### src/wdog_pkg.sv
// Purpose: constants for the windowed watchdog register block
// Assumes: registers one per aligned 32-bit word, byte address = 4 * index
// Notes:   reset values are loaded from config fields after reset release
package wdog_pkg;
  // register indices, byte address is index times four
  localparam logic [15:0] IDX_CTRL0    = 16'h0ECD;
  localparam logic [15:0] IDX_CTRL1    = 16'h0ECE;
  localparam logic [15:0] IDX_PSC_LOW  = 16'h0ECF;
  localparam logic [15:0] IDX_PSC_HIGH = 16'h0ED0;
  localparam logic [15:0] IDX_TMR      = 16'h0ED1;
  // field positions
  localparam int SEN_BIT    = 0;
  localparam int PS_LSB     = 1;
  localparam int WIN_LSB    = 0;
  localparam int TB_LSB     = 4;
  localparam int ARMED_BIT  = 2;
  localparam int WTMR_LSB   = 3;
  // period select codes
  localparam logic [4:0] PS_CFG_SOFT  = 5'h1F;
  localparam logic [4:0] PS_DEFAULT   = 5'h0B;
  localparam logic [4:0] PS_MAX_LEGAL = 5'h12;
  // timebase and window codes
  localparam logic [2:0] TB_CFG_SOFT  = 3'h7;
  localparam logic [2:0] TB_LF        = 3'h0;
  localparam logic [2:0] TB_MF        = 3'h1;
  localparam logic [2:0] WIN_FULL     = 3'h7;
  // reset values and last window timer value
  localparam logic       SEN_RESET    = 1'h0;
  localparam logic [4:0] PS_RESET     = 5'h0B;
  localparam logic [2:0] TB_RESET     = 3'h0;
  localparam logic [2:0] WIN_RESET    = 3'h7;
  localparam logic [4:0] WTMR_LAST    = 5'h1F;
  // operating modes of the mode config field
  localparam logic [1:0] MODE_OFF     = 2'h0;
  localparam logic [1:0] MODE_SOFT    = 2'h1;
  // bus answers
  localparam logic [1:0] RESP_OKAY    = 2'h0;
  localparam logic [1:0] RESP_SLVERR  = 2'h2;
endpackage

### src/wdog_regs.sv
// Purpose: windowed watchdog counters and control registers, AXI4-Lite slave
// Assumes: oscillator ticks are one-cycle pulses synchronous to core_clk
// Notes:   one write and one read in flight at most; no sleep handling
//
// Implementation choice: register access over AXI4-Lite.
`timescale 1ns/1ps
`default_nettype none

// Notes on behaviour
// - period codes 0..18 give ratio 32 doubling
// - period codes 19..31 give minimum interval
// - period reset: default code or config copy
// - period field read-only unless config is 31
// - soft enable only counts in mode 01
// - timebase 000 low osc, 001 mid osc
// - timebase reset: 000 or config copy; read-only unless config 111
// - window code sets open fraction in eighths
// - window reset from config; read-only unless 111
// - status bits 7:3 show window timer
// - status bit 2 shows armed state
// - 18-bit prescale counter readable in three parts
// - prescale low byte read-only, resets zero
// - interval counts selected timebase tick through ratio
// - windowed clear needs prior arming read
// - clear in closed window causes reset
// - control register writes clear counters
// - missing valid clear before timeout resets
module wdog_regs (
  // clock and reset
  input  wire  logic        core_clk,
  input  wire  logic        rstn,
  // configuration word fields
  input  wire  logic [1:0]  wdog_mode_cfg,
  input  wire  logic [4:0]  cfg_period_field,
  input  wire  logic [2:0]  cfg_timebase_field,
  input  wire  logic [2:0]  cfg_window_field,
  // oscillator ticks and clear instruction
  input  wire  logic        low_freq_osc,
  input  wire  logic        mid_freq_osc,
  input  wire  logic        wdog_clear_instr,
  // watchdog outputs
  output logic              wdog_reset,
  output logic              wdog_active,
  // axi4-lite write channels
  input  wire  logic [15:0] s_axi_awaddr,
  input  wire  logic        s_axi_awvalid,
  output logic              s_axi_awready,
  input  wire  logic [31:0] s_axi_wdata,
  input  wire  logic [3:0]  s_axi_wstrb,
  input  wire  logic        s_axi_wvalid,
  output logic              s_axi_wready,
  output logic [1:0]        s_axi_bresp,
  output logic              s_axi_bvalid,
  input  wire  logic        s_axi_bready,
  // axi4-lite read channels
  input  wire  logic [15:0] s_axi_araddr,
  input  wire  logic        s_axi_arvalid,
  output logic              s_axi_arready,
  output logic [31:0]       s_axi_rdata,
  output logic [1:0]        s_axi_rresp,
  output logic              s_axi_rvalid,
  input  wire  logic        s_axi_rready
);

  // decode a byte address into a register hit
  function automatic logic hit(input logic [15:0] a, input logic [15:0] idx);
    hit = (a[15:2] == idx[13:0]) && (a[1:0] == 2'h0);
  endfunction

  // prescale wrap value for a period code; reserved codes use the shortest
  function automatic logic [17:0] psc_top(input logic [4:0] ps);
    logic [4:0] sh;
    sh = (ps > wdog_pkg::PS_MAX_LEGAL) ? 5'h00 : ps;
    psc_top = 18'((19'h00001 << sh) - 19'h00001);
  endfunction

  // reset synchroniser
  logic        rst_meta_reg;
  logic        rst_n_sync;

  // control state
  logic        init_reg;        // first cycle after release loads config
  logic        sen_reg;         // soft enable
  logic [4:0]  ps_reg;          // period select
  logic [2:0]  tb_reg;          // timebase select
  logic [2:0]  win_reg;         // window select
  logic        armed_reg;       // armed by a control 0 read
  logic [17:0] psc_reg;         // prescale counter
  logic [4:0]  wtmr_reg;        // window timer
  logic        rst_out_reg;     // watchdog reset pulse

  // bus state
  logic        bvalid_reg;
  logic [1:0]  bresp_reg;
  logic        rvalid_reg;
  logic [1:0]  rresp_reg;
  logic [31:0] rdata_reg;

  // release of reset through two flops
  always_ff @(posedge core_clk or negedge rstn) begin
    if (!rstn) begin
      rst_meta_reg <= 1'b0;
      rst_n_sync   <= 1'b0;
    end else begin
      rst_meta_reg <= 1'b1;
      rst_n_sync   <= rst_meta_reg;
    end
  end

  // write path decode; address and data are taken together
  wire wr_fire  = s_axi_awvalid && s_axi_wvalid && !bvalid_reg;
  wire wr_c0    = wr_fire && hit(s_axi_awaddr, wdog_pkg::IDX_CTRL0);
  wire wr_c1    = wr_fire && hit(s_axi_awaddr, wdog_pkg::IDX_CTRL1);
  wire wr_known = wr_c0 || wr_c1 ||
                  hit(s_axi_awaddr, wdog_pkg::IDX_PSC_LOW) ||
                  hit(s_axi_awaddr, wdog_pkg::IDX_PSC_HIGH) ||
                  hit(s_axi_awaddr, wdog_pkg::IDX_TMR);
  // a write with byte lane 0 off still clears the counters
  wire wr_ctrl  = wr_c0 || wr_c1;
  wire wr_lane0 = s_axi_wstrb[0];

  // read path decode
  wire rd_fire  = s_axi_arvalid && !rvalid_reg;
  wire rd_c0    = hit(s_axi_araddr, wdog_pkg::IDX_CTRL0);
  wire rd_c1    = hit(s_axi_araddr, wdog_pkg::IDX_CTRL1);
  wire rd_pl    = hit(s_axi_araddr, wdog_pkg::IDX_PSC_LOW);
  wire rd_ph    = hit(s_axi_araddr, wdog_pkg::IDX_PSC_HIGH);
  wire rd_tm    = hit(s_axi_araddr, wdog_pkg::IDX_TMR);
  wire rd_known = rd_c0 || rd_c1 || rd_pl || rd_ph || rd_tm;
  wire arm_rd   = rd_fire && rd_c0;

  // write permission follows the config fields
  wire ps_wr_ok  = (cfg_period_field == wdog_pkg::PS_CFG_SOFT);
  wire tb_wr_ok  = (cfg_timebase_field == wdog_pkg::TB_CFG_SOFT);
  wire win_wr_ok = (cfg_window_field == wdog_pkg::WIN_FULL);

  // reset values derived from config
  wire [4:0] ps_init  = ps_wr_ok ? wdog_pkg::PS_DEFAULT
                                 : cfg_period_field;
  wire [2:0] tb_init  = tb_wr_ok ? wdog_pkg::TB_LF
                                 : cfg_timebase_field;
  wire [2:0] win_init = cfg_window_field;

  // enable by mode; soft enable matters only in soft mode
  wire active = (wdog_mode_cfg == wdog_pkg::MODE_SOFT) ? sen_reg
              : (wdog_mode_cfg != wdog_pkg::MODE_OFF);

  // timebase tick; reserved codes fall back to the low oscillator
  wire tick = active && ((tb_reg == wdog_pkg::TB_MF) ? mid_freq_osc
                                                     : low_freq_osc);

  // window open when the timer top bits reach the open start
  wire windowed = (win_reg != wdog_pkg::WIN_FULL);
  wire win_open = (wtmr_reg[4:2] >= ~win_reg);

  // clear instruction outcome
  wire clr_seen  = wdog_clear_instr && active;
  wire violation = clr_seen && windowed && (!armed_reg || !win_open);
  wire clr_ok    = clr_seen && !violation;

  // full period reached
  wire [17:0] top  = psc_top(ps_reg);
  wire psc_wrap    = (psc_reg == top);
  wire timeout     = tick && psc_wrap && (wtmr_reg == wdog_pkg::WTMR_LAST);

  // every cause that restarts the count
  wire cnt_clear = !active || clr_ok || wr_ctrl || timeout || violation;

  // read mux
  wire [7:0] c0_val = {2'h0, ps_reg, sen_reg};
  wire [7:0] c1_val = {1'h0, tb_reg, 1'h0, win_reg};
  wire [7:0] tm_val = {wtmr_reg, armed_reg, psc_reg[17:16]};
  wire [7:0] rd_val = rd_c0 ? c0_val
                    : rd_c1 ? c1_val
                    : rd_pl ? psc_reg[7:0]
                    : rd_ph ? psc_reg[15:8]
                    : rd_tm ? tm_val : 8'h00;

  // handshake outputs
  assign s_axi_awready = wr_fire;
  assign s_axi_wready  = wr_fire;
  assign s_axi_arready = rd_fire;
  assign s_axi_bvalid  = bvalid_reg;
  assign s_axi_bresp   = bresp_reg;
  assign s_axi_rvalid  = rvalid_reg;
  assign s_axi_rresp   = rresp_reg;
  assign s_axi_rdata   = rdata_reg;
  assign wdog_reset    = rst_out_reg;
  assign wdog_active   = active;

  // control fields: constants at reset, config copy on the first cycle
  always_ff @(posedge core_clk or negedge rst_n_sync) begin
    if (!rst_n_sync) begin
      init_reg <= 1'b1;
      sen_reg  <= wdog_pkg::SEN_RESET;
      ps_reg   <= wdog_pkg::PS_RESET;
      tb_reg   <= wdog_pkg::TB_RESET;
      win_reg  <= wdog_pkg::WIN_RESET;
    end else if (init_reg) begin
      init_reg <= 1'b0;
      ps_reg   <= ps_init;
      tb_reg   <= tb_init;
      win_reg  <= win_init;
    end else begin
      // soft enable is kept in every mode, it only acts in soft mode
      if (wr_c0 && wr_lane0) begin
        sen_reg <= s_axi_wdata[wdog_pkg::SEN_BIT];
      end
      if (wr_c0 && wr_lane0 && ps_wr_ok) begin
        ps_reg <= s_axi_wdata[wdog_pkg::PS_LSB +: 5];
      end
      if (wr_c1 && wr_lane0 && tb_wr_ok) begin
        tb_reg <= s_axi_wdata[wdog_pkg::TB_LSB +: 3];
      end
      if (wr_c1 && wr_lane0 && win_wr_ok) begin
        win_reg <= s_axi_wdata[wdog_pkg::WIN_LSB +: 3];
      end
    end
  end

  // prescale counter and window timer
  always_ff @(posedge core_clk or negedge rst_n_sync) begin
    if (!rst_n_sync) begin
      psc_reg  <= 18'h00000;
      wtmr_reg <= 5'h00;
    end else if (cnt_clear) begin
      psc_reg  <= 18'h00000;
      wtmr_reg <= 5'h00;
    end else if (tick && psc_wrap) begin
      psc_reg  <= 18'h00000;
      wtmr_reg <= wtmr_reg + 5'h01;
    end else if (tick) begin
      psc_reg  <= psc_reg + 18'h00001;
    end
  end

  // armed flag; an arming read in the clearing cycle still wins
  always_ff @(posedge core_clk or negedge rst_n_sync) begin
    if (!rst_n_sync) begin
      armed_reg <= 1'b0;
    end else if (arm_rd) begin
      armed_reg <= 1'b1;
    end else if (cnt_clear) begin
      armed_reg <= 1'b0;
    end
  end

  // reset request, one cycle per timeout or violation
  always_ff @(posedge core_clk or negedge rst_n_sync) begin
    if (!rst_n_sync) begin
      rst_out_reg <= 1'b0;
    end else begin
      rst_out_reg <= timeout || violation;
    end
  end

  // write response; unmapped addresses answer slave error
  always_ff @(posedge core_clk or negedge rst_n_sync) begin
    if (!rst_n_sync) begin
      bvalid_reg <= 1'b0;
      bresp_reg  <= wdog_pkg::RESP_OKAY;
    end else if (wr_fire) begin
      bvalid_reg <= 1'b1;
      bresp_reg  <= wr_known ? wdog_pkg::RESP_OKAY : wdog_pkg::RESP_SLVERR;
    end else if (s_axi_bready) begin
      bvalid_reg <= 1'b0;
    end
  end

  // read data, captured at the address handshake
  always_ff @(posedge core_clk or negedge rst_n_sync) begin
    if (!rst_n_sync) begin
      rvalid_reg <= 1'b0;
      rresp_reg  <= wdog_pkg::RESP_OKAY;
      rdata_reg  <= 32'h00000000;
    end else if (rd_fire) begin
      rvalid_reg <= 1'b1;
      rresp_reg  <= rd_known ? wdog_pkg::RESP_OKAY : wdog_pkg::RESP_SLVERR;
      rdata_reg  <= {24'h000000, rd_val};
    end else if (s_axi_rready) begin
      rvalid_reg <= 1'b0;
    end
  end

  // checks on the watchdog behaviour

  a_period_ratio: assert property (@(posedge core_clk) disable iff (!rst_n_sync)
    (ps_reg <= wdog_pkg::PS_MAX_LEGAL) |-> (19'(top) + 19'h1 == (19'h1 << ps_reg)))
    else $error("prescale wrap does not match period code");

  a_period_reserved: assert property (@(posedge core_clk) disable iff (!rst_n_sync)
    (ps_reg > wdog_pkg::PS_MAX_LEGAL) |-> (top == 18'h00000))
    else $error("reserved period code not at minimum");

  // the release edge itself still runs the reset branch, so only later edges load
  a_period_reset: assert property (@(posedge core_clk) disable iff (!rst_n_sync)
    (init_reg && rst_n_sync) |=> (ps_reg == $past(ps_init)))
    else $error("period select reset value wrong");

  a_period_locked: assert property (@(posedge core_clk) disable iff (!rst_n_sync)
    (!init_reg && !ps_wr_ok) |=> $stable(ps_reg))
    else $error("locked period select changed");

  a_mode_enable: assert property (@(posedge core_clk) disable iff (!rst_n_sync)
    (wdog_mode_cfg == wdog_pkg::MODE_OFF) |-> (!wdog_active && psc_reg == 18'h0 ##1 psc_reg == 18'h0))
    else $error("watchdog counts in off mode");

  a_timebase_locked: assert property (@(posedge core_clk) disable iff (!rst_n_sync)
    (!init_reg && !tb_wr_ok) |=> $stable(tb_reg))
    else $error("locked timebase changed");

  a_window_locked: assert property (@(posedge core_clk) disable iff (!rst_n_sync)
    (!init_reg && !win_wr_ok) |=> $stable(win_reg))
    else $error("locked window changed");

  a_bad_clear: assert property (@(posedge core_clk) disable iff (!rst_n_sync)
    (clr_seen && windowed && !win_open) |=> (wdog_reset && wtmr_reg == 5'h00))
    else $error("clear in closed window not punished");

  a_unarmed_clear: assert property (@(posedge core_clk) disable iff (!rst_n_sync)
    (clr_seen && windowed && !armed_reg) |=> wdog_reset)
    else $error("unarmed clear not punished");

  a_ctrl_write: assert property (@(posedge core_clk) disable iff (!rst_n_sync)
    (wr_ctrl && !init_reg) |=> (psc_reg == 18'h0 && wtmr_reg == 5'h00))
    else $error("control write did not clear counters");

  a_timeout_restart: assert property (@(posedge core_clk) disable iff (!rst_n_sync)
    timeout |=> (wdog_reset && psc_reg == 18'h0 && wtmr_reg == 5'h00) ##1 !wdog_reset)
    else $error("timeout did not reset and restart");

  a_arm_drop: assert property (@(posedge core_clk) disable iff (!rst_n_sync)
    (cnt_clear && !arm_rd) |=> !armed_reg)
    else $error("armed flag survived counter clear");

  // the window opens at timer 4 * (7 - window); an armed clear from there is safe
  a_open_clear: assert property (@(posedge core_clk) disable iff (!rst_n_sync)
    (clr_seen && armed_reg && !timeout && (int'(wtmr_reg) >= 4 * (7 - int'(win_reg)))) |=> !wdog_reset)
    else $error("armed clear in open window punished");

  // status read returns the window timer and armed flag of the capture cycle
  a_status_fields: assert property (@(posedge core_clk) disable iff (!rst_n_sync)
    (rd_fire && rd_tm) |=> (s_axi_rdata[7:3] == $past(wtmr_reg) && s_axi_rdata[2] == $past(armed_reg)))
    else $error("status read fields wrong");

  // with the mid oscillator chosen, a cycle without its tick leaves the count alone
  a_timebase_source: assert property (@(posedge core_clk) disable iff (!rst_n_sync)
    (tb_reg == wdog_pkg::TB_MF && !mid_freq_osc && !cnt_clear) |=> ($stable(psc_reg) && $stable(wtmr_reg)))
    else $error("counters moved without a selected tick");

endmodule

`default_nettype wire

### config.mk
export PLATFORM = sky130hd
export DESIGN_NAME = wdog_regs
export DESIGN_NICKNAME = d
export VERILOG_FILES = /design/src/wdog_pkg.sv /design/src/wdog_regs.sv
export SDC_FILE = /design/constraint.sdc
export NUM_CORES = 1
export LEC_CHECK = 0
export BUFFER_PORTS_ARGS = -buffer_cell sky130_fd_sc_hd__buf_4
export CAP_MARGIN = 15
export CORE_ASPECT_RATIO = 0.7
export CORE_MARGIN = 3
export CORE_UTILIZATION = 55
export DETAILED_ROUTE_END_ITERATION = 16
export PLACE_DENSITY_LB_ADDON = 0.25
export SYNTH_ARGS = -nofsm -noshare
export SYNTH_HDL_FRONTEND = slang
export SYNTH_SLANG_ARGS = --single-unit
export TNS_END_PERCENT = 30
### constraint.sdc
create_clock -name core_clk -period 3.9 [get_ports core_clk]
set_input_delay 0.39 -clock core_clk [delete_from_list [all_inputs] [get_ports core_clk]]
set_output_delay 0.39 -clock core_clk [all_outputs]
set_load 0.05 [all_outputs]
Yosys cells after proc, flatten, opt, wreduce, memory -nomap -nowiden. Cells that the tools add are included.

ROM bits: 0. Latch bits: 0. Input bits: 91. RAM bits: 0. Memories: 0. Register bits after elaboration: 54.

Divide/modulo/power cells: 0. Bitwise logic cells: 2. Mux-type cells: 29. Add/sub/neg operators: 3. Order comparisons: 2. Shift-type cells: 1. Multiply operators: 0. Equal/unequal tests: 18. Reductions and logical operators: 60.

Operators by type and width (number): $eq 14x12->1 const B (10); $mux 18 (3); $mux 8 (5); $mux 5 (6); $logic_and 1x1->1 (28); $add 18x1->18 const B (1); $eq 18x18->1 (1); $shl 1x5->18 const A (1); $sub 18x1->18 const B (1); $reduce_bool 2->1 (8); $mux 3 (5); $logic_or 1x1->1 (14); $eq 5x5->1 const B (2); $mux 1 (8); $eq 3x3->1 const B (2); $logic_not 1->1 (6); $add 5x1->5 const B (1); $gt 5x5->1 const B (1); $logic_not 2->1 (2); $mux 2 (2); $eq 3x1->1 const B (1); $ge 3x3->1 (1); $ne 3x3->1 const B (1); $not 3->3 (1); 4 further kinds (4).

Logic depth before layout (Yosys ltp). Gate-level depths: netlist (run 1).

Depth in word-level cells: 13. Mapped depth: 16.

Worst setup path after synthesis (run 1). Ideal clock, no wire load.

Path kind: register to register. Start: reg ps_reg[4]. End: reg wtmr_reg[3]. Data arrival time: 3205 ps. Path slack: 613 ps. Path buffers: 2. Data required time: 3818 ps. Cell stages (with the launch flop): 15. Setup time: 82 ps. Path through: dfrtp_1 -> clkbuf_1 -> buf_2 -> inv_1 -> nor2_1 -> a31oi_1 -> ha_1 -> or4b_2 -> nor3_1 -> a221o_1 -> xnor2_1 -> and4_1 -> nand4_1 -> or4_1 -> a31oi_1.

Word-level cells in the longest chain between the ends: 10. Elaborated cells between the ends (all ways): 11. Classes of those cells: 1 x add/sub; 1 x order compare; 1 x eq/ne; 1 x shift; 2 x mux; 5 x reduce/logical.

Ends and longest elaborated chain: from (decl) (line wdog_regs.sv:84) `logic [4:0] ps_reg;`; from (signal assigned) (line wdog_regs.sv:196) `ps_reg <= wdog_pkg::PS_RESET;`; from (signal assigned) (line wdog_regs.sv:201) `ps_reg <= ps_init;`; from (signal assigned) (line wdog_regs.sv:210) `ps_reg <= s_axi_wdata[wdog_pkg::PS_LSB +: 5];`; $gt 5x5->1 (line wdog_regs.sv:73) `sh = (ps > wdog_pkg::PS_MAX_LEGAL) ? 5'h00 : ps;`; $mux 5 (*) (line wdog_regs.sv:73); $shl 1x5->18 (*) (line wdog_regs.sv:74) `psc_top = 18'((19'h00001 << sh) - 19'h00001);`; $sub 18x1->18 (*) (line wdog_regs.sv:74); $eq 18x18->1 (*) (line wdog_regs.sv:163) `wire psc_wrap = (psc_reg == top);`; $logic_and 1x1->1 (*) (line wdog_regs.sv:164, wdog_regs.sv:229); $logic_and 1x1->1 (line wdog_regs.sv:164) `wire timeout = tick && psc_wrap && (wtmr_reg == wdog_pkg::WTMR_LAST);`; $logic_or 1x1->1 (2 in a row) (line wdog_regs.sv:167) `wire cnt_clear = !active || clr_ok || wr_ctrl || timeout || violation;`; $mux 5 or $reduce_bool 2->1 (tied branches); to (signal assigned) (line wdog_regs.sv:231) `wtmr_reg <= wtmr_reg + 5'h01;`; to (decl) (line wdog_regs.sv:89) `logic [4:0] wtmr_reg;`.

Mark *: on every way between the ends. The rest lies on a longest branch, timed or not. A chain may end at the register's enable or synchronous reset.

Worst setup path after layout (run 1).
Start: reg ps_reg[1]. End: reg wtmr_reg[3].

The elaborated chain is that of the path after synthesis.

==> reports/qor.yml, run 1 <==
die-area_um2: 8083
grt_pass1_wl_um: 17020
yosysSeqAreaShare_pct: 33.91
crit_path_start_kind: "flop"
largest_reg_flops: 18
cap_violations: 0
min_period_ns: 3.643
first_global_vias: 3431
synth_top_family_by_area: "simple AND/OR/NAND/NOR gates"
syn_area_um2: 3864
hold-worst-slack_ns: 0.2783
globalplace.congestion: 0.8969
grt_overflow: 0
worstPathArrival_ns: 3.86
clk_pin_slew_ns: 0.09
tightest_slew_ns: 0.6478
rsz0062_at_grt: "no"
num_antenna_cells: 0
fin_area_um2: 4554
run_status: "finished clean"
vias: 3773
power.total_w: 0.001345
synth_fa_ha_area_share_pct: 2.267
cts-root-buf: "clkbuf_8"
setup_violations: 0
end_kind: "flop"
hp-class: "in -> reg"
num-nets-final: 631
io_pins: 134
fp-row-count: 24
drtAntennaViolNets: 0
cp_max_fo: 7
yosys.area.top_type_share_pct: 29.15
finalHoldViolations: 0
crit_required_ns: 4.12
wire_per_inst_um: 17.14
cts_tree: "done"
insertion_delay_ns: 0.31
maxSlewViolCount: 0
die_h_um: 76.13
grt_usage_pct: 25.55
routed_wl_um: 10710
avgSynthCellArea_um2: 8.345
cts_resized: 0
yosys_warnings: 0
hpwlAfterDp_um: 8048
grt_max_degree: 51
cts_max_level: 2
synth_enable_flop_cells: 0
max_slew_margin_pct: 56.81
port_buffers: 79
drt_iter0_drc: 351
start_util_pct: 59.29
cts_inserted_buffers: 5
cp_num_buf_inv: 0
antenna_found_initial: 0
fin_skew_ns: 0.01244
synth_top_area_cell: "dfrtp_1"
synth_compound_area_share_pct: 19.24
synthCells: 463
max_stage_delay_ns: 0.70
synth_common_cells: "49 x nand2_1, 45 x dfrtp_1, 40 x nor2_1"
core_area_um2: 6516
power.leakage_nw: 2.018
drt_first_pass_iters: 5
cp_top_family: "simple AND/OR/NAND/NOR gates"
placed_cell_area_um2: 4433
fin_crit_sh_pct: 93.41
cts_setup_buffers: 0
ys_async_sr_fraction_pct: 100.0
synth-xor-area-share_pct: 5.894
setup_tns_ns: 0
synthMuxAreaShare_pct: 3.141
hold_buffers: 1
ir_drop_uv: 152.9
synth_most_common_cell: "nand2_1"
synth_area_leaders: "dfrtp_1 29%, buf_4 5.4%, dfstp_2 4.8%"
drive_gt1_share_pct: 21.72
power_density_nw_per_um2: 295.3
synthFlopType: "dfrtp_1"
vias_per_cell: 6.037
path_class: "reg -> reg"
clockBufferDepth: 2
synthDistinctLibCells: 68
synthToLayoutAreaGrowth_pct: 17.88
clock_sinks: 52
crit_chain: "a211oi_1 > nor2_1 > a31oi_1 > ha_1 > or4b_2 > o311ai_0 > and4_1 > nand4_1 > or4_1 > a31oi_1"
drc: 0
fmax_mhz: 274.5
synth-simple-area-share_pct: 25.36
ys_ff_latch: 52
crit_slowest_cell: "or4b_2"
die_w_um: 106.2
path_common_cell: "a31oi_1"
worst paths after layout:
check	start	endpoint	slack, ns	depth (start not counted)
max	ps_reg[1]$_DFFE_PN1P_	wtmr_reg[3]$_DFFE_PN0P_	0.26	10
min	s_axi_rready	s_axi_rvalid$_DFFE_PN0P_	0.28	2
max reg2reg	ps_reg[1]$_DFFE_PN1P_	wtmr_reg[3]$_DFFE_PN0P_	0.26	10
min reg2reg	rst_meta_reg$_DFF_PN0_	rst_n_sync$_DFF_PN0_	0.36	0
max in group asynchronous	rst_n_sync$_DFF_PN0_	wtmr_reg[0]$_DFFE_PN0P_	3.09	1
min in group asynchronous	rst_n_sync$_DFF_PN0_	armed_reg$_DFFE_PN0P_	0.37	1
per-layer routing:
layer  track usage (%)  up-vias  part of all wire [%]
met5                 0        -                     0
met4             3.622        0                   1.1
met3             6.097       17                   8.7
met2             40.71      186                    46
met1             36.21     1826                    45
li1                  -     1744                     -
through the flow:
step / util (%) / cells / setup slack, ns
after floorplan: - / 489 / 0.6132
after global placement: 68.03 / 616 / 0.4425
after detailed placement: 68.03 / 616 / 0.3267
after CTS: 69.89 / 625 / 0.3119
after global routing: 69.89 / 625 / 0.08295
final: 69.89 / 625 / 0.2569
cell usage in the layout (no fill, tap or decap), drive strengths merged, types with 5 or more instances in the layout:
| cell | n |
|---|---|
| buf | 91 |
| mux2i | 11 |
| xnor2 | 13 |
| nor3 | 11 |
| conb | 28 |
| a31oi | 9 |
| a21oi | 15 |
| inv | 17 |
| o21ai | 30 |
| and3 | 7 |
| ha | 7 |
| clkbuf | 6 |
| nand2 | 49 |
| a21o | 5 |
| nor2b | 7 |
| xor2 | 13 |
| or3 | 7 |
| a22o | 8 |
| dfrtp | 45 |
| nand3 | 22 |
| nand3b | 5 |
| nor2 | 40 |
| nand2b | 7 |
| dfstp | 7 |
final cells by class:
type / instances / area (um2)
clock buffer: 6 / 72.57
clock inverter: 2 / 38.79
fill: 557 / 1962
inverter: 16 / 60.06
multi-input combinational: 366 / 2265
sequential: 52 / 1311
tap: 91 / 113.9
timing repair buffer: 92 / 693.2
power by group:
part	switching, W	internal, W
Combinational	0.000244	0.000138
Clock	0.000184	0.000194
Sequential	0.0000217	0.000563
Total	0.000449	0.000896
worst register-to-register path: stages, from the launching register on:
cell and delay (ns):
dfstp_2 0.63, a211oi_1 0.15, nor2_1 0.22, a31oi_1 0.07, ha_1 0.23, or4b_2 0.70
o311ai_0 0.43, and4_1 0.28, nand4_1 0.17, or4_1 0.51, a31oi_1 0.18
cells by family (layout without fill, tap and decap cells):
group,Yosys count,after routing
buf+inv,71,116
fa+ha+maj,7,7
compound gates,106,106
other cells,2,28
flops,52,52
mux,12,12
xor+xnor,26,26
simple gates,187,187
No activity file was read; power rests on OpenSTA's default activity.
==> run 2: changes to the inputs <==
- ABC_AREA: unset -> 1
- CORE_UTILIZATION: 55 -> 56
==> reports/qor.yml, run 2 <==
multi_input_comb_area_um2: 2714
vias_per_cell: 5.629
min_period_ns: 3.580
io_pins: 134
crit_required_ns: 4.09
worstPathArrival_ns: 3.77
r2r-end: "psc_reg[9]$_DFFE_PN0P_"
antenna_found_initial: 0
rsz0062_at_grt: "no"
end_kind: "flop"
crit_slowest_cell: "dfstp_2"
cts-root-buf: "clkbuf_16"
synthDistinctLibCells: 47
synth_common_cells: "172 x nand2_1, 75 x inv_1, 72 x nor2_1"
die-area_um2: 9230
synthToLayoutAreaGrowth_pct: 16.31
hpwlAfterDp_um: 10740
wire_per_inst_um: 16.16
synth_top_area_cell: "dfrtp_1"
rrSetupSlack_ns: 0.32
r2r_start: "ps_reg[3]$_DFFE_PN1P_"
place_ws_ns: 0.3305
fmax_mhz: 279.3
drive_gt1_share_pct: 18.79
yosys.area.top_type_share_pct: 24.83
power_density_nw_per_um2: 318.8
num_antenna_cells: 0
max_slew_margin_pct: 48.12
synth_enable_flop_cells: 0
fin_area_um2: 5274
final_common_cell: "nand2_1"
largest_reg_flops: 18
cts_inserted_buffers: 5
crit_path_start_kind: "flop"
synth_most_common_cell: "nand2_1"
drt_iter0_drc: 531
seq_area_um2: 1311
final_cell_mix: "172 x nand2_1, 83 x buf_4, 75 x inv_1"
yosys_warnings: 0
globalplace.congestion: 0.9949
placed_cell_area_um2: 5089
clockBufferDepth: 2
grt_overflow: 0
synthFlopType: "dfrtp_1"
run_status: "finished clean"
worst_slack_ns: 0.3200
tightest_slew_ns: 0.7710
crit_chain: "inv_4 > nor2_8 > inv_2 > nand2_2 > inv_2 > nand2_2 > ha_1 > nand2_1 > nor2_1 > inv_1 > nor2_1 > inv_1 > nand2_1 > nand2_1 > or2_0 > nor2_1 > nand4_1 > nor2_4 > nor2_1 > nand3_2 > nand2_1"
setup_violations: 0
die_h_um: 81.29
clock_sinks: 52
clk_pin_slew_ns: 0.07
cap_violations: 0
routed_wl_um: 13630
hp-class: "reg -> async"
maxSlewViolCount: 0
cts_setup_buffers: 0
die_w_um: 113.6
max_stage_delay_ns: 0.64
setup_tns_ns: 0
drtAntennaViolNets: 0
vias: 4745
cp_max_fo: 16
cts_tree: "done"
grt_usage_pct: 30.62
ys_async_sr_fraction_pct: 100.0
ir_drop_uv: 298.9
cts_max_level: 2
yosysSeqAreaShare_pct: 28.89
fp-row-count: 26
insertion_delay_ns: 0.30
start_util_pct: 59.82
core_area_um2: 7580
n_fill_cell: 661
grt_max_degree: 51
ys_ff_latch: 52
synthCells: 666
rr_worst_depth: 21
syn_area_um2: 4534
first_global_vias: 4610
path_class: "reg -> reg"
drt_first_pass_iters: 6
avgSynthCellArea_um2: 6.808
finalHoldViolations: 0
grt_pass1_wl_um: 22430
fin_skew_ns: 0.01246
synth_area_leaders: "dfrtp_1 25%, nand2_1 14%, nand3_1 6.6%"
port_buffers: 79
power.leakage_nw: 2.616
fin_crit_sh_pct: 91.80
drc: 0
num-nets-final: 842
==> run 2: cell count changes after synthesis, moves of 8 or more <==
cell / delta
xnor2_1: -11
mux2i_1: -11
nand3_1: +38
nand3_2: +11
nand4_1: +18
nor4_1: +8
nor2_1: +32
clkbuf_1: -14
nand2_1: +123
a22o_1: -8
xor2_1: +12
inv_1: +59
==> run 2: final cells by class <==
class	instances	area share, %
Inverter	86	6.216
Timing Repair Buffer	85	12.38
Tap cell	98	2.325
Sequential cell	52	24.86
Clock inverter	2	0.3084
Multi-Input combinational cell	514	51.46
Clock buffer	6	2.444
==> run 2: metal layers <==
metal	up-vias	GRT usage (%)	wire length, um
met5	-	0	0
met4	0	6.843	205
met3	25	5.957	1236
met2	221	48.35	5954
met1	2205	43.67	6229
li1	2294	-	-
==> run 2: report_power, final <==
| group | switching (W) | internal (W) | total (W) |
|---|---|---|---|
| Combinational | 0.000426 | 0.000196 | 0.000622 |
| Clock | 0.000203 | 0.000240 | 0.000443 |
| Sequential | 0.0000392 | 0.000578 | 0.000617 |
| Total | 0.000668 | 0.00101 | 0.00168 |
==> run 2: timing repair <==
action / 4_1_cts / 5_1_grt
resized for setup: 0 / 2
hold buffers: 1 / 0
setup endpoints to repair: 0 / 21
hold endpoints to repair: 2 / 0
==> run 2: worst max-delay path: cells and delay by family, from the launching register on <==
kind	cells	cell delay, ns
simple gates	15	2.19
buf+inv	5	0.47
fa+ha+maj	1	0.20
flops	1	0.64
==> run 2: worst max path at each step <==
stage | from | to | slack (ns)
4_1_cts | ps_reg[3]$_DFFE_PN1P_ | psc_reg[17]$_DFFE_PN0P_ | 0.34
5_1_grt | ps_reg[3]$_DFFE_PN1P_ | psc_reg[17]$_DFFE_PN0P_ | 0.01
3_3_place_gp | ps_reg[3]$_DFFE_PN1P_ | psc_reg[17]$_DFFE_PN0P_ | 0.41
6_report | ps_reg[3]$_DFFE_PN1P_ | psc_reg[9]$_DFFE_PN0P_ | 0.32
2_1_floorplan | ps_reg[0]$_DFFE_PN1P_ | psc_reg[10]$_DFFE_PN0P_ | 1.00
3_5_place_dp | ps_reg[3]$_DFFE_PN1P_ | psc_reg[17]$_DFFE_PN0P_ | 0.33
==> run 2: cell families (layout without fill, tap and decap cells) <==
kind of cell | Yosys count | in the layout | synth area share (%)
other | 2 | 28 | 0.1656
buffers and inverters | 126 | 179 | 13.69
adders and majority gates | 7 | 7 | 1.931
and+or+nand+nor | 386 | 386 | 40.67
xor gates and xnor gates | 28 | 28 | 5.712
DFF | 52 | 52 | 28.89
AOI/OAI and AO/OA | 65 | 65 | 8.940
==> run 2: stage by stage <==
stage / power, W / hold slack (ns) / utilization, % / cells
after detailed placement: 0.001230 / 0.1743 / 67.13 / 833
after global placement: 0.001220 / 0.1752 / 67.13 / 833
after CTS: 0.001674 / 0.2678 / 69.18 / 842
after floorplan: 0.001083 / 0.09441 / - / 692
after global routing: 0.001778 / 0.2799 / 69.58 / 843
final: 0.001681 / 0.2466 / 69.58 / 843
==> run 3: changes to the inputs <==
--- a/config.mk
+++ b/config.mk
@@ -15,2 +15,3 @@
 export PLACE_DENSITY_LB_ADDON = 0.25
+export REMOVE_ABC_BUFFERS = 1
 export SYNTH_ARGS = -nofsm -noshare
@@ -18,2 +19,2 @@
 export SYNTH_SLANG_ARGS = --single-unit
-export TNS_END_PERCENT = 30
+export TNS_END_PERCENT = 5
--- a/constraint.sdc
+++ b/constraint.sdc
@@ -3,2 +3,2 @@
 set_output_delay 0.39 -clock core_clk [all_outputs]
-set_load 0.05 [all_outputs]
+set_load 0.1 [all_outputs]
==> reports/qor.yml, run 3 (same netlist as run 2, synthesis figures left out) <==
synthToLayoutAreaGrowth_pct: 16.25
setup_violations: 0
crit_required_ns: 4.09
largest_reg_flops: 18
maxSlewViolCount: 0
seqPwrFrac_pct: 33.9
hpwlAfterDp_um: 10920
cap_violations: 0
end_kind: "flop"
placed_cell_area_um2: 5096
power.total_w: 0.001820
first_global_vias: 4482
setup_tns_ns: 0
p_int_w: 0.001013
grt_overflow: 0
dpl.cell_count: 834
finalNonFillerCells: 844
grt_util_met1_pct: 42.61
vias_per_cell: 5.680
insertion_delay_ns: 0.30
cp_max_fo: 16
power.leakage_nw: 2.619
num-nets-final: 843
rsz0062_at_grt: "no"
r2r_start: "ps_reg[4]$_DFFE_PN0P_"
drt_first_pass_iters: 6
clockBufferDepth: 2
fmax_mhz: 288.0
met3_usage_pct: 6.404
num_antenna_cells: 0
crit_path_start_kind: "flop"
wire_per_inst_um: 16.17
routed_wl_um: 13640
final_common_cell: "nand2_1"
worstPathArrival_ns: 3.66
rrSetupSlack_ns: 0.43
cts_inserted_buffers: 5
run_status: "finished clean"
antenna_found_initial: 0
fin_skew_ns: 0.009536
globalRouteMet2Util_pct: 49.29
hold-worst-slack_ns: 0.2595
fin_area_um2: 5271
drive_gt1_share_pct: 18.90
port_buffers: 79
min_period_ns: 3.472
vias: 4794
drtAntennaViolNets: 0
n_fill_cell: 636
final_cell_mix: "172 x nand2_1, 84 x buf_4, 75 x inv_1"
drc: 0
core_area_um2: 7580
rr_worst_depth: 18
fin_crit_sh_pct: 89.03
tightest_slew_ns: 0.7407
clock_sinks: 52
drt_iter0_drc: 580
max_slew_margin_pct: 50.16
cts_tree: "done"
power_density_nw_per_um2: 345.2
p_switching_w: 0.0008069
top_usage_layer: "met2"
hp-class: "reg -> async"
r2r-end: "psc_reg[3]$_DFFE_PN0P_"
ir_drop_uv: 240.2
die-area_um2: 9230
cts-root-buf: "clkbuf_16"
finalHoldViolations: 0
pwr-share-clk_pct: 24.3
cts_max_level: 2
grt_pass1_wl_um: 22110
die_h_um: 81.29
globalplace.congestion: 0.9409
power.share.combinational_pct: 41.8
grt_usage_pct: 30.51
clk_pin_slew_ns: 0.07
io_pins: 134
die_w_um: 113.6
swShare_pct: 44.35
grt_max_degree: 51
start_util_pct: 59.82
path_class: "reg -> reg"
fp-row-count: 26
[run 3: power groups by stage]
stage / clock network [W] / logic, W / registers (W)
finish: 0.000442 / 0.000760 / 0.000617
global route: 0.000469 / 0.000815 / 0.000623
CTS: 0.000451 / 0.000747 / 0.000622
detailed placement: 0 / 0.000743 / 0.000631
global placement: 0 / 0.000733 / 0.000629
floorplan: 0 / 0.000421 / 0.000762
[run 3: how the worst max path moves through the flow]
stage                     startpoint                 endpoint  slack, ns  cells past startpoint
2_1_floorplan       wdog_mode_cfg[0]  psc_reg[14]$_DFFE_PN0P_       0.27                     15
3_3_place_gp   ps_reg[4]$_DFFE_PN0P_  psc_reg[14]$_DFFE_PN0P_       0.55                     18
3_5_place_dp   ps_reg[4]$_DFFE_PN0P_   psc_reg[3]$_DFFE_PN0P_       0.46                     18
4_1_cts        ps_reg[4]$_DFFE_PN0P_   psc_reg[3]$_DFFE_PN0P_       0.45                     18
5_1_grt        ps_reg[4]$_DFFE_PN0P_   psc_reg[3]$_DFFE_PN0P_       0.02                     18
6_report       ps_reg[4]$_DFFE_PN0P_   psc_reg[3]$_DFFE_PN0P_       0.43                     18
[run 3: stage by stage]
step / setup slack, ns / util (%)
4_1_cts: 0.4499 / 69.28
3_5_place_dp: 0.4601 / 67.23
5_1_grt: 0.02484 / 69.54
6_report: 0.4278 / 69.54
3_3_place_gp: 0.5480 / 67.23
2_1_floorplan: 0.2732 / -
[run 3: critical path, stage by stage, from the launching register on]
cell and delay [ns]:
dfrtp_1 0.69, nand3_1 0.25, nand2_2 0.17, inv_2 0.07, nand2_2 0.13, ha_1 0.18, nand2_1 0.14, nor2_2 0.31
nand2_1 0.11, xnor2_1 0.14, inv_1 0.08, a21oi_1 0.14, nand3_1 0.10, nor2_2 0.19, nand3_2 0.15, nand3_4 0.18
inv_4 0.14, nand3_1 0.11, nand2_1 0.06
[run 3: layout make-up]
cell class	instances	area, um2	share of cell area [%]
Sequential cell	52	1311	24.88
Timing Repair Buffer	86	660.6	12.53
Clock inverter	2	16.27	0.3086
Inverter	86	327.8	6.219
Tap cell	98	122.6	2.326
Multi-Input combinational cell	514	2704	51.29
Clock buffer	6	128.9	2.445
[run 3: timing repair]
item,CTS,global route
buffers inserted,0,0
endpoints found under the setup margin,0,0
hold endpoints to repair,2,0
hold buffers,1,0
resized for setup,0,0
[run 3: per-layer routing]
metal | share of wire [%] | wire, um | vias to the layer above
met1 | 43 | 5843 | 2219
met4 | 1.1 | 150 | 0
met2 | 45 | 6120 | 264
met5 | 0 | 0 | -
li1 | - | - | 2291
met3 | 11 | 1530 | 20
